--- src/hdl/hub_ind_defines.svh ---
`ifndef HUB_IND_DEFINES_SVH
`define HUB_IND_DEFINES_SVH

// ==========================================
// sizes and encodings
`define NUM_DN_PORTS 6
`define SPEED_NONE 2'h0
`define SPEED_FS_HS 2'h1
`define SPEED_SS 2'h2
`define SPEED_RSVD 2'h3
`define MGMT_ROLE_TARGET 1'h0
`define MGMT_ROLE_BRIDGE 1'h1
// worst indicator latency after a state change, in clocks
`define IND_LATENCY 2

`endif

--- src/hdl/hub_ind_pkg.sv ---
package hub_ind_pkg;
    typedef enum logic [1:0] {
        LINK_NONE,
        LINK_LEGACY,
        LINK_GEN1
    } link_rate_t;

    typedef enum logic {
        ROLE_TARGET,
        ROLE_BRIDGE
    } mgmt_role_t;

    typedef enum {
        HUB_RESET,
        HUB_RUN
    } hub_state_t;
endpackage : hub_ind_pkg

--- src/hdl/hub_port_status_indicators.sv ---
`timescale 1ns/1ps
`include "hub_ind_defines.svh"
// Function
// per port: float unattached, low for 2.0/1.1, high for Gen 1
// charging flag low after handshake, high before, when charging enabled
// charging flag floats on ports without charging enabled
// host link flag floats unattached, low Gen 1, high 2.0/1.1
// hub held in reset mode while reset input is low
// management pins act as target or bridge per configuration
// suspend flag output reflects 2.0 suspend for host wakeup
// straps latched at power-on and at each reset release
// indicators registered and updated within bounded cycles
module hub_port_status_indicators (
    // clock and reset
    input wire logic CLK_SYS_I,
    input wire logic RST_N_I,
    // port, host and suspend state from the hub core
    input wire logic [11:0] PORT_RATE_I,
    input wire logic [5:0] PORT_CHARGE_EN_I,
    input wire logic [5:0] PORT_CHARGE_DONE_I,
    input wire logic [1:0] HOST_RATE_I,
    input wire logic SUSPEND_I,
    // strap input
    input wire logic MGMT_ROLE_STRAP_I,
    // management serial pins
    input wire logic MGMT_SERIAL_CLOCK_I,
    input wire logic MGMT_SERIAL_LINE_I,
    input wire logic TARGET_CLOCK_OE_I,
    input wire logic TARGET_LINE_OE_I,
    input wire logic BRIDGE_CLOCK_OE_I,
    input wire logic BRIDGE_LINE_OE_I,
    output logic MGMT_SERIAL_CLOCK_O,
    output logic MGMT_SERIAL_CLOCK_OE_O,
    output logic MGMT_SERIAL_LINE_O,
    output logic MGMT_SERIAL_LINE_OE_O,
    output logic TARGET_CLOCK_O,
    output logic TARGET_LINE_O,
    output logic BRIDGE_CLOCK_O,
    output logic BRIDGE_LINE_O,
    output hub_ind_pkg::mgmt_role_t MGMT_ROLE_O,
    // indicators
    output logic [5:0] PORT_LINK_RATE_FLAG_O,
    output logic [5:0] PORT_LINK_RATE_FLAG_OE_O,
    output logic [5:0] PORT_CHARGE_FLAG_O,
    output logic [5:0] PORT_CHARGE_FLAG_OE_O,
    output logic HOST_LINK_FLAG_O,
    output logic HOST_LINK_FLAG_OE_O,
    output logic SUSPEND_WAKE_FLAG_O,
    // hub reset mode
    output logic HUB_IN_RESET_O
);
    import hub_ind_pkg::*;

    // ==========================================
    // reset mode and strap capture
    hub_state_t state_r;
    mgmt_role_t role_r;
    wire strap_take = (state_r == HUB_RESET);

    always_ff @(posedge CLK_SYS_I or negedge RST_N_I) begin
        if (!RST_N_I) begin
            state_r <= HUB_RESET;
        end else begin
            case (state_r)
                HUB_RESET: state_r <= HUB_RUN;
                HUB_RUN: state_r <= HUB_RUN;
                default: state_r <= HUB_RESET;
            endcase
        end
    end

    always_ff @(posedge CLK_SYS_I or negedge RST_N_I) begin
        if (!RST_N_I) begin
            role_r <= ROLE_TARGET;
        end else if (strap_take) begin
            role_r <= mgmt_role_t'(MGMT_ROLE_STRAP_I);
        end
    end

    // ==========================================
    // indicator decode
    logic [5:0] rate_nxt;
    logic [5:0] rate_oe_nxt;
    always_comb begin
        for (int i = 0; i < `NUM_DN_PORTS; i++) begin
            rate_oe_nxt[i] = (PORT_RATE_I[2*i +: 2] != `SPEED_NONE);
            rate_nxt[i] = (PORT_RATE_I[2*i +: 2] == `SPEED_SS);
        end
    end
    wire [5:0] charge_nxt = ~PORT_CHARGE_DONE_I;
    wire [5:0] charge_oe_nxt = PORT_CHARGE_EN_I;
    wire host_oe_nxt = (HOST_RATE_I != `SPEED_NONE);
    wire host_nxt = (HOST_RATE_I == `SPEED_FS_HS);
    wire running = (state_r == HUB_RUN);

    always_ff @(posedge CLK_SYS_I or negedge RST_N_I) begin
        if (!RST_N_I) begin
            PORT_LINK_RATE_FLAG_O <= 6'h00;
            PORT_LINK_RATE_FLAG_OE_O <= 6'h00;
            PORT_CHARGE_FLAG_O <= 6'h00;
            PORT_CHARGE_FLAG_OE_O <= 6'h00;
            HOST_LINK_FLAG_O <= 1'h0;
            HOST_LINK_FLAG_OE_O <= 1'h0;
            SUSPEND_WAKE_FLAG_O <= 1'h0;
            HUB_IN_RESET_O <= 1'h1;
        end else begin
            // registered, one clock behind inputs
            PORT_LINK_RATE_FLAG_O <= rate_nxt & {6{running}};
            PORT_LINK_RATE_FLAG_OE_O <= rate_oe_nxt & {6{running}};
            PORT_CHARGE_FLAG_O <= charge_nxt & {6{running}};
            PORT_CHARGE_FLAG_OE_O <= charge_oe_nxt & {6{running}};
            HOST_LINK_FLAG_O <= host_nxt & running;
            HOST_LINK_FLAG_OE_O <= host_oe_nxt & running;
            SUSPEND_WAKE_FLAG_O <= SUSPEND_I & running;
            HUB_IN_RESET_O <= ~running;
        end
    end

    // ==========================================
    // management pin routing
    wire is_bridge = (role_r == ROLE_BRIDGE);
    wire clk_oe_sel = is_bridge ? BRIDGE_CLOCK_OE_I : TARGET_CLOCK_OE_I;
    wire line_oe_sel = is_bridge ? BRIDGE_LINE_OE_I : TARGET_LINE_OE_I;

    always_ff @(posedge CLK_SYS_I or negedge RST_N_I) begin
        if (!RST_N_I) begin
            MGMT_SERIAL_CLOCK_OE_O <= 1'h0;
            MGMT_SERIAL_LINE_OE_O <= 1'h0;
            MGMT_SERIAL_CLOCK_O <= 1'h0;
            MGMT_SERIAL_LINE_O <= 1'h0;
            TARGET_CLOCK_O <= 1'h1;
            TARGET_LINE_O <= 1'h1;
            BRIDGE_CLOCK_O <= 1'h1;
            BRIDGE_LINE_O <= 1'h1;
            MGMT_ROLE_O <= ROLE_TARGET;
        end else begin
            // open drain: pins only ever pulled low
            MGMT_SERIAL_CLOCK_O <= 1'h0;
            MGMT_SERIAL_LINE_O <= 1'h0;
            MGMT_SERIAL_CLOCK_OE_O <= clk_oe_sel & running;
            MGMT_SERIAL_LINE_OE_O <= line_oe_sel & running;
            TARGET_CLOCK_O <= is_bridge | MGMT_SERIAL_CLOCK_I;
            TARGET_LINE_O <= is_bridge | MGMT_SERIAL_LINE_I;
            BRIDGE_CLOCK_O <= ~is_bridge | MGMT_SERIAL_CLOCK_I;
            BRIDGE_LINE_O <= ~is_bridge | MGMT_SERIAL_LINE_I;
            MGMT_ROLE_O <= role_r;
        end
    end

    // ==========================================
    // checks
    localparam int IND_LAT = `IND_LATENCY;
endmodule : hub_port_status_indicators

--- config.mk ---
export PLATFORM = sky130hd
export DESIGN_NAME = hub_port_status_indicators
export DESIGN_NICKNAME = d
export VERILOG_FILES = /design/src/hdl/hub_ind_pkg.sv /design/src/hdl/hub_port_status_indicators.sv
export VERILOG_INCLUDE_DIRS = /design/src /design/src/hdl
export SDC_FILE = /design/constraint.sdc
export NUM_CORES = 1
export LEC_CHECK = 0
export BUFFER_PORTS_ARGS = -buffer_cell sky130_fd_sc_hd__buf_2
export CAP_MARGIN = 20
export CORE_MARGIN = 2
export CORE_UTILIZATION = 30
export DETAILED_ROUTE_END_ITERATION = 6
export SYNTH_ARGS = -nofsm -noshare
export SYNTH_HDL_FRONTEND = slang
export SYNTH_SLANG_ARGS = --single-unit
--- constraint.sdc ---
create_clock -name CLK_SYS_I -period 1.4 [get_ports CLK_SYS_I]
set_clock_uncertainty 0.1 [all_clocks]
set_input_delay 0.07 -clock CLK_SYS_I [delete_from_list [all_inputs] [get_ports CLK_SYS_I]]
set_output_delay 0.07 -clock CLK_SYS_I [all_outputs]
set_load 0.05 [all_outputs]
After elaboration in Yosys (flattened, before gate mapping) --
Cells that the tools add are included.
Storage, ports and cells: register bits 68, input bits 36, word-level logic and storage cells 55, output and inout port bits 37
Cells by class: reductions and logical operators 10, bitwise logic cells 16, eq/ne operators 9, mux-type cells 3
Operators by type and width (number):
- logical NOT 32 bit | 2
- equality test 32 x 1 -> 1 bit, second input constant | 1
- equality test 32 x 2 -> 1 bit, second input constant | 1
- AND 6 bit | 4
- nonzero test 2 bit | 7
- equality test 2 bit, second input constant | 6
- inverter 6 bit | 1
- AND 1 bit | 5
- OR 1 bit | 4
- 2-to-1 mux 1 bit | 3
- equality test 2 x 1 -> 1 bit, second input constant | 1
- inverter 1 bit | 2
- OR reduction 2 bit | 1

Logic depth before layout (Yosys ltp) --
Gate-level depths: netlist of run 1.
depth after elaboration 3, mapped depth 3, mapped depth without buffers 2

Worst setup path before layout of run 1 --
No wires, ideal clock.
kind reg-to-reg, start point reg state_r[0], end point reg role_r (netlist: is_bridge), arrival 702 ps, path buffers 0, period minus slack after synthesis 927 ps, stages on the path, launching flop included 2, setup slack 473 ps, cell sequence dfrtp_1 mux2_2
On the way: word-level cells in the longest chain between the ends 1
Ends and longest elaborated chain:
- start, declared | RTL line hub_port_status_indicators.sv:56 | hub_state_t state_r;
- start signal, assigned | RTL line hub_port_status_indicators.sv:62 | state_r <= HUB_RESET;
- start signal, assigned | RTL line hub_port_status_indicators.sv:65 | HUB_RESET: state_r <= HUB_RUN;
- start signal, assigned | RTL line hub_port_status_indicators.sv:66 | HUB_RUN: state_r <= HUB_RUN;
- logical NOT 32 bit | RTL line hub_port_status_indicators.sv:58 | wire strap_take = (state_r == HUB_RESET);
- end signal, assigned | RTL line hub_port_status_indicators.sv:76 | role_r <= mgmt_role_t'(MGMT_ROLE_STRAP_I);
- end, declared | RTL line hub_port_status_indicators.sv:57 | mgmt_role_t role_r;
Every way passes these cells. A chain may end at the register's enable or synchronous reset.

Worst setup path in the final report of run 1 --
start point reg HUB_IN_RESET_O, end point out HUB_IN_RESET_O
RTL lines:
- start, declared | RTL line hub_port_status_indicators.sv:50 | output logic HUB_IN_RESET_O
- start signal, assigned | RTL line hub_port_status_indicators.sv:115 | HUB_IN_RESET_O <= ~running;
No word-level cell between the ends.

==> results_dict.tcl, run 1 <==
set metrics [dict create \
    slowest_delay_ps 520 \
    pre_cts_ws_ps 348 \
    rsz0062_at_grt "no" \
    drtPass1Iterations 4 \
    die_y_um 67.5 \
    ios 73 \
    io_buffers 70 \
    gp_congestion 0.617 \
    grt_max_degree 38 \
    outcome "finished clean" \
    fmax_ghz 0.818 \
    layout_setup_ws_ps 177 \
    fin_crit_sh_pct 87.4 \
    final_max_slew_viol_count 0 \
    fin_crit_ps 1220 \
    row_count 23 \
    syn_inst 92 \
    wl_per_cell_um 10.9 \
    setup_violations 0 \
    hpwl_um 1850 \
    cts_root_buf "clkbuf_8" \
    tns_ps 0 \
    final_cell_mix "buf_2 (70), dlygate4sd3_1 (35), dfrtp_1 (32)" \
    synth_warnings 0 \
    peakVddDrop_v 0.000651 \
    die_area_mm2 0.00456 \
    maxCapViolations 0 \
    endpoint_kind "primary output" \
    post_cts.repair.setup_buffers 0 \
    syn_area_per_cell_um2 13.2 \
    cp_num_buf_inv 1 \
    crit-reg2reg-launch "state_r[0]" \
    clk_path_buf_depth 2 \
    clk_pin_slew_ps 70 \
    synth.distinct_cells 15 \
    antenna_found_initial 0 \
    cts_made_buffers 5 \
    crit_start "HUB_IN_RESET_O" \
    setup.worst_path.start_class "register" \
    cp.depth 1 \
    synth_area_mm2 0.00121 \
    cts_hold_buf 35 \
    via_count 1017 \
    cts_resized 0 \
    totalWireLength_um 2770 \
    numClockSinks 37 \
    worstPathMaxFanout 1 \
    clock_latency_ps 280 \
    drc 0 \
    cp.arrival_ps 1050 \
    grt_pass1_vias 990 \
    final_common_cell "buf_2" \
    overflow 0 \
    worstRegToRegCells 2 \
    viasPerCell 4.00 \
    diodes 0 \
    synth-seq-area-share_pct 77.0 \
    cp_cell_sequence "buf_2" \
    grt_pass1_wl_um 4150 \
    drtIter0Drc 62 \
    start_util_pct 30.7 \
    rr_endpoint "HOST_LINK_FLAG_O" \
    cts_tree "yes" \
    nFillCells 336 \
    worstHoldPathType "input port to async pin" \
    power_density_mw_per_mm2 1170 \
    grtUsageTotal_pct 12.7 \
    crit_path_top_delay_cell "dfstp_2" \
    core_mm2 0.00394 \
    required_ps 1230 \
    worst-setup-path-type "register to primary output" \
    die_x_um 67.5 \
    h-tree-depth 2 \
    drive_above_1_share_pct 43.1 \
    leakage_nw 1.08 \
    ys_seq_elements 37 \
    r2r_setup_slack_ps 380 \
    nNetsFinal 239 \
    hold_viol_final 0 \
    synthToLayoutAreaGrowth_pct 69.8 \
    crit_family "flip-flops" \
    antenna_left 0 \
]
[tightest hold or removal path, cell delays in order]
cell           delay [ps]
dlygate4sd3_1         510
buf_2                  90
buf_4                 380
[routing by layer]
layer	share of wire (%)	up-vias	track usage, %
met2	52	47	20.6
li1	-	493	-
met4	3.7	0	9.95
met1	37	467	14.5
met3	6.4	10	2.83
met5	0	-	0
[worst max path at each step]
stage,endpoint,slack (ps)
6_report,HUB_IN_RESET_O,180
5_1_grt,TARGET_LINE_O,150
4_1_cts,HUB_IN_RESET_O,160
3_5_place_dp,HOST_LINK_FLAG_O,350
3_3_place_gp,PORT_LINK_RATE_FLAG_O[5],420
2_1_floorplan,is_bridge,470
[cell families after synthesis]
logic type,after synthesis,synth area share [%]
buffers and inverters,5,2.89
DFF,37,77.0
muxes,3,2.59
other,2,0.621
and+or+nand+nor,45,16.9
[layout make-up]
class	count	area [um2]	share of cell area (%)
sequential	37	932	45.4
timing repair buffer	107	716	34.8
multi-input combinational	51	246	12.0
clock buffer	7	86.3	4.20
tap	50	62.6	3.05
clock inverter	1	7.51	0.365
inverter	1	3.75	0.183
[where the power goes]
part | switching [W] | internal (W)
combinational | 0.000324 | 0.000169
clock | 0.000347 | 0.000399
sequential | 0.0000215 | 0.00114
[registers in the layout, summed over array words and instances, names as in the netlist]
signal and count:
PORT_LINK_RATE_FLAG_OE_O 6, HOST_LINK_FLAG_O 1, HUB_IN_RESET_O 1, BRIDGE_LINE_O 1, BRIDGE_CLOCK_O 1, MGMT_ROLE_O 1
SUSPEND_WAKE_FLAG_O 1, HOST_LINK_FLAG_OE_O 1, state_r 1, MGMT_SERIAL_LINE_OE_O 1, is_bridge 1, PORT_CHARGE_FLAG_OE_O 6
TARGET_LINE_O 1, PORT_LINK_RATE_FLAG_O 6, TARGET_CLOCK_O 1, MGMT_SERIAL_CLOCK_OE_O 1, PORT_CHARGE_FLAG_O 6
[synth_stat cells]
master | count | share of area, %
dfrtp_1 | 32 | 66
nor2_1 | 27 | 8.4
and2_1 | 7 | 3.6
dfstp_2 | 5 | 11
nand2_1 | 5 | 1.6
buf_4 | 2 | 1.2
conb_1 | 2 | 0.62
mux2i_1 | 2 | 1.7
nand2b_1 | 2 | 1.0
nor3b_1 | 2 | 1.2
or2_2 | 2 | 1.0
buf_2 | 1 | 0.41
buf_6 | 1 | 0.93
inv_2 | 1 | 0.31
mux2_2 | 1 | 0.93
[per-stage QoR]
step           util (%)  cells  instance area (um2)  total power [W]  hold WS (ps)
5_1_grt            52.1    254                 2050          0.00251           295
3_5_place_dp       40.8    211                 1610          0.00160          34.5
2_1_floorplan         -     93                 1210          0.00146          -326
3_3_place_gp       40.8    211                 1610          0.00159          22.6
4_1_cts            52.1    254                 2050          0.00243           256
6_report           52.1    254                 2050          0.00240           241
(Power assumes the default switching activity.)
==> run 2, diff against run 1 <==
- ABC_AREA: unset -> 1
- SETUP_SLACK_MARGIN: unset -> 0.02
==> run 2 against run 1 <==
  * Routed wire length up 7.5%
  * Critical path depth unchanged
  * Die area up 6.3%
  * Synthesized cell count up 22%
  * Global-route usage up 0.49 points
  * Total power up 0.58%
  * Via count up 4.8%
  * Highest routed layer unchanged
==> results_dict.tcl, run 2 <==
set metrics [dict create \
    clk_pin_slew_ps 70 \
    cp_num_buf_inv 1 \
    wl_per_cell_um 10.9 \
    grt_pass1_wl_um 4920 \
    synth.top_cell.area_share_pct 62.0 \
    synth-main-ff-cell "dfrtp_1" \
    syn_inst 112 \
    power_density_mw_per_mm2 1140 \
    synth_most_common_cell "dfrtp_1" \
    nNetsFinal 259 \
    worst-setup-path-type "register to primary output" \
    fin_crit_ps 1220 \
    cts_resized 0 \
    totalWireLength_um 2970 \
    die_area_mm2 0.00484 \
    synth_common_cells "dfrtp_1 (32), nand2_1 (31), inv_1 (12), nor2_1 (11), nor2_2 (6)" \
    crit_family "flip-flops" \
    grt_max_degree 38 \
    viasPerCell 3.89 \
    core_mm2 0.00406 \
    crit_path_top_delay_cell "dfstp_2" \
    hpwl_um 1920 \
    setup_violations 0 \
    io_buffers 70 \
    final_common_cell "buf_2" \
    leakage_nw 1.19 \
    grtUsageTotal_pct 13.2 \
    synth_area_leaders "dfrtp_1 (62%), dfstp_2 (10%), nand2_1 (9.0%), inv_1 (3.5%), nor2_1 (3.2%)" \
    row_count 23 \
    start_util_pct 31.8 \
    worstPathMaxFanout 1 \
    endpoint_kind "primary output" \
    overflow 0 \
    grt_pass1_vias 1074 \
    outcome "finished clean" \
    synth_edf_count 0 \
    die_x_um 69.6 \
    rsz0062_at_grt "no" \
    maxCapViolations 0 \
    ios 73 \
    diodes 0 \
    numClockSinks 37 \
    drtPass1Iterations 4 \
    final_max_slew_viol_count 0 \
    via_count 1066 \
    slowest_delay_ps 520 \
    cp.arrival_ps 1050 \
    drc 0 \
    cts_made_buffers 5 \
    required_ps 1230 \
    power.total_w 0.00241 \
    synth-async-reset-ratio_pct 100 \
    cts_root_buf "clkbuf_8" \
    cp_cell_sequence "buf_2" \
    h-tree-depth 2 \
    fmax_ghz 0.823 \
    drive_above_1_share_pct 43.3 \
    hold_viol_final 0 \
    synth-seq-area-share_pct 72.2 \
    peakVddDrop_v 0.000463 \
    worstHoldPathType "input port to async pin" \
    die_y_um 69.6 \
    clk_path_buf_depth 2 \
    fin_crit_sh_pct 86.8 \
    antenna_found_initial 0 \
    layout_setup_ws_ps 185 \
    tns_ps 0 \
    syn_area_per_cell_um2 11.5 \
    final_cell_mix "buf_2 (70), dlygate4sd3_1 (35), dfrtp_1 (32)" \
    synthToLayoutAreaGrowth_pct 63.5 \
    antenna_left 0 \
    synth.distinct_cells 15 \
    pre_cts_ws_ps 426 \
    synth_warnings 0 \
    ys_seq_elements 37 \
    setup.worst_path.start_class "register" \
    clock_latency_ps 280 \
    gp_congestion 0.739 \
    drtIter0Drc 73 \
    synth_area_leader_cell "dfrtp_1" \
    cts_tree "yes" \
    synth_area_mm2 0.00129 \
]
## run 2: logic make-up after synthesis
group | synth area share, %
simple gates | 18.4
flops | 72.2
buf+inv | 8.43
other cells | 0.582
compound gates | 0.387
## run 2: final timing paths
kind | to | cells after the start | from | slack [ps]
setup reg to reg | is_bridge | 4 | state_r[0] | 420
setup / recovery | BRIDGE_LINE_O | 1 | BRIDGE_LINE_O | 180
hold reg to reg | MGMT_ROLE_O | 0 | is_bridge | 430
hold / removal | PORT_CHARGE_FLAG_O[2] | 3 | RST_N_I | 270
max in group asynchronous | BRIDGE_CLOCK_O | 3 | RST_N_I | 590
min in group CLK_SYS_I | PORT_CHARGE_FLAG_O[0] | 3 | PORT_CHARGE_DONE_I[0] | 370
## run 2: worst min-delay path: stages
cell	delay, ps
dlygate4sd3_1	530
buf_2	100
buf_4	380
## run 2: layout make-up
class,instances,area (um2)
Inverter,13,48.8
Tap cell,50,62.6
Timing Repair Buffer,108,723
Sequential cell,37,932
Fill cell,370,1950
Clock buffer,8,90.1
Multi-Input combinational cell,58,254
## run 2: what timing repair did
item,in CTS,in global routing
endpoints found under the setup margin,0,0
hold buffers,35,0
endpoints found under the hold margin,66,0
buffers inserted,0,0
## run 2: layer usage
metal	share of wire, %	track usage, %	vias up
met2	51	23.9	51
met5	0	0	-
met4	1.5	4.58	0
met3	8.4	4.94	5
met1	39	14.0	475
li1	-	-	535
## run 2: metrics by stage
stage | hold slack, ps | cells | instance area, um2 | util, %
after floorplan | -326 | 113 | 1290 | -
after global placement | 35.7 | 231 | 1670 | 41.2
after detailed placement | 38.8 | 231 | 1670 | 41.2
after CTS | 264 | 274 | 2110 | 52.0
after global routing | 305 | 274 | 2110 | 52.0
final | 271 | 274 | 2110 | 52.0
## run 2: power breakdown
part	internal [W]	switching, W	total (W)
clock network	0.000401	0.000331	0.000732
registers	0.00114	0.0000201	0.00116
logic	0.000169	0.000352	0.000522
==> run 3, diff against run 2 <==
- BUFFER_PORTS_ARGS: -buffer_cell sky130_fd_sc_hd__buf_2 -> unset
- DONT_BUFFER_PORTS: unset -> 1
==> run 3 against run 2 <==
  * Setup slack gained 75 ps
  * Utilization is 8.1 points lower
  * Sequential share of layout area is 8.2 points higher
  * Largest power group unchanged
  * Highest routed layer unchanged
  * Combinational power shrank 60%
==> results_dict.tcl, run 3 (synthesis results as in run 2) <==
set metrics [dict create \
    fin_area_mm2 0.00178 \
    nNetsFinal 189 \
    die_y_um 69.6 \
    tns_ps 0 \
    hpwl_um 1870 \
    place_area_mm2 0.00133 \
    cts_root_buf "clkbuf_8" \
    peakVddDrop_v 0.000352 \
    grt_util_met1_pct 11.8 \
    row_count 23 \
    diodes 0 \
    synthToLayoutAreaGrowth_pct 38.0 \
    overflow 0 \
    worstPathMaxFanout 1 \
    hold_viol_final 0 \
    power_density_mw_per_mm2 1300 \
    rsz0062_at_grt "no" \
    grt_max_degree 38 \
    io_buffers 0 \
    numClockSinks 37 \
    worstHoldPathType "input port to async pin" \
    wl_per_cell_um 13.7 \
    start_util_pct 31.8 \
    maxCapViolations 0 \
    setup_violations 0 \
    drive_above_1_share_pct 17.6 \
    leakage_nw 0.908 \
    die_area_mm2 0.00484 \
    fin_crit_ps 1140 \
    clk_path_buf_depth 2 \
    clock_latency_ps 280 \
    gp_congestion 0.775 \
    final_common_cell "dlygate4sd3_1" \
    busiest_layer "met2" \
    post_cts.repair.setup_buffers 0 \
    setup.worst_path.start_class "register" \
    cts_made_buffers 5 \
    die_x_um 69.6 \
    met3_usage_pct 6.54 \
    required_ps 1230 \
    clk_pin_slew_ps 70 \
    viasPerCell 4.22 \
    antenna_left 0 \
    ios 73 \
    use_met2_pct 23.5 \
    power.total_w 0.00231 \
    outcome "finished clean" \
    final_max_slew_viol_count 0 \
    fmax_ghz 0.878 \
    antenna_found_initial 0 \
    core_mm2 0.00406 \
    h-tree-depth 2 \
    endpoint_kind "primary output" \
    drc 0 \
    drtPass1Iterations 4 \
    fin_crit_sh_pct 81.4 \
    worst-setup-path-type "register to primary output" \
    cp.arrival_ps 970 \
    drtIter0Drc 63 \
    cts_tree "yes" \
    grtUsageTotal_pct 12.7 \
    via_count 856 \
    grt_pass1_wl_um 4620 \
    cts_resized 0 \
    totalWireLength_um 2790 \
    final_cell_mix "dlygate4sd3_1 (35), dfrtp_1 (32), nand2_1 (31)" \
    grt_pass1_vias 964 \
]
==> run 3: cell types whose count changed in the layout (fill, tap and decap cells not counted), sizes merged <==
cell	before	now
buf	73	3
clkbuf	8	7
==> run 3: final cells by class <==
| cell class | count | area (um2) |
|---|---|---|
| Fill cell | 376 | 2280 |
| Sequential cell | 37 | 932 |
| Timing Repair Buffer | 38 | 398 |
| Multi-Input combinational cell | 58 | 254 |
| Clock buffer | 7 | 86.3 |
| Tap cell | 50 | 62.6 |
| Inverter | 13 | 48.8 |
==> run 3: path summary, 6_finish.rpt <==
check | to | slack [ps] | cells after the start | from
max | HUB_IN_RESET_O | 260 | 0 | HUB_IN_RESET_O
min | is_bridge | 150 | 2 | RST_N_I
max reg2reg | PORT_LINK_RATE_FLAG_O[0] | 400 | 3 | state_r[0]
min reg2reg | MGMT_ROLE_O | 450 | 0 | is_bridge
max in group asynchronous | TARGET_LINE_O | 810 | 2 | RST_N_I
min in group CLK_SYS_I | PORT_CHARGE_FLAG_O[0] | 300 | 2 | PORT_CHARGE_DONE_I[0]
==> run 3: where the power goes <==
part | internal [W] | leakage, nW | switching (W)
Combinational | 0.000104 | 0.404 | 0.000105
Sequential | 0.00114 | 0.460 | 0.000250
Clock | 0.000390 | 0.0443 | 0.000322
Total | 0.00163 | 0.908 | 0.000677
==> run 3: metrics by stage <==
step	setup WS [ps]	std cells	hold WS, ps	util [%]
global route	235	203	157	43.9
floorplan	469	113	-326	-
CTS	258	203	160	43.9
global placement	451	160	-325	32.7
finish	260	203	149	43.9
detailed placement	394	160	-325	32.7
==> run 3: layer usage <==
metal  vias up  share of wire, %
met1       405                35
met3         4               9.2
met5         -                 0
met4         0               1.4
li1        396                 -
met2        51                54
==> run 3: repair_timing <==
action / in CTS / in global routing
hold buffers: 36 / 0
endpoints found under the setup margin: 0 / 0
endpoints found under the hold margin: 71 / 0
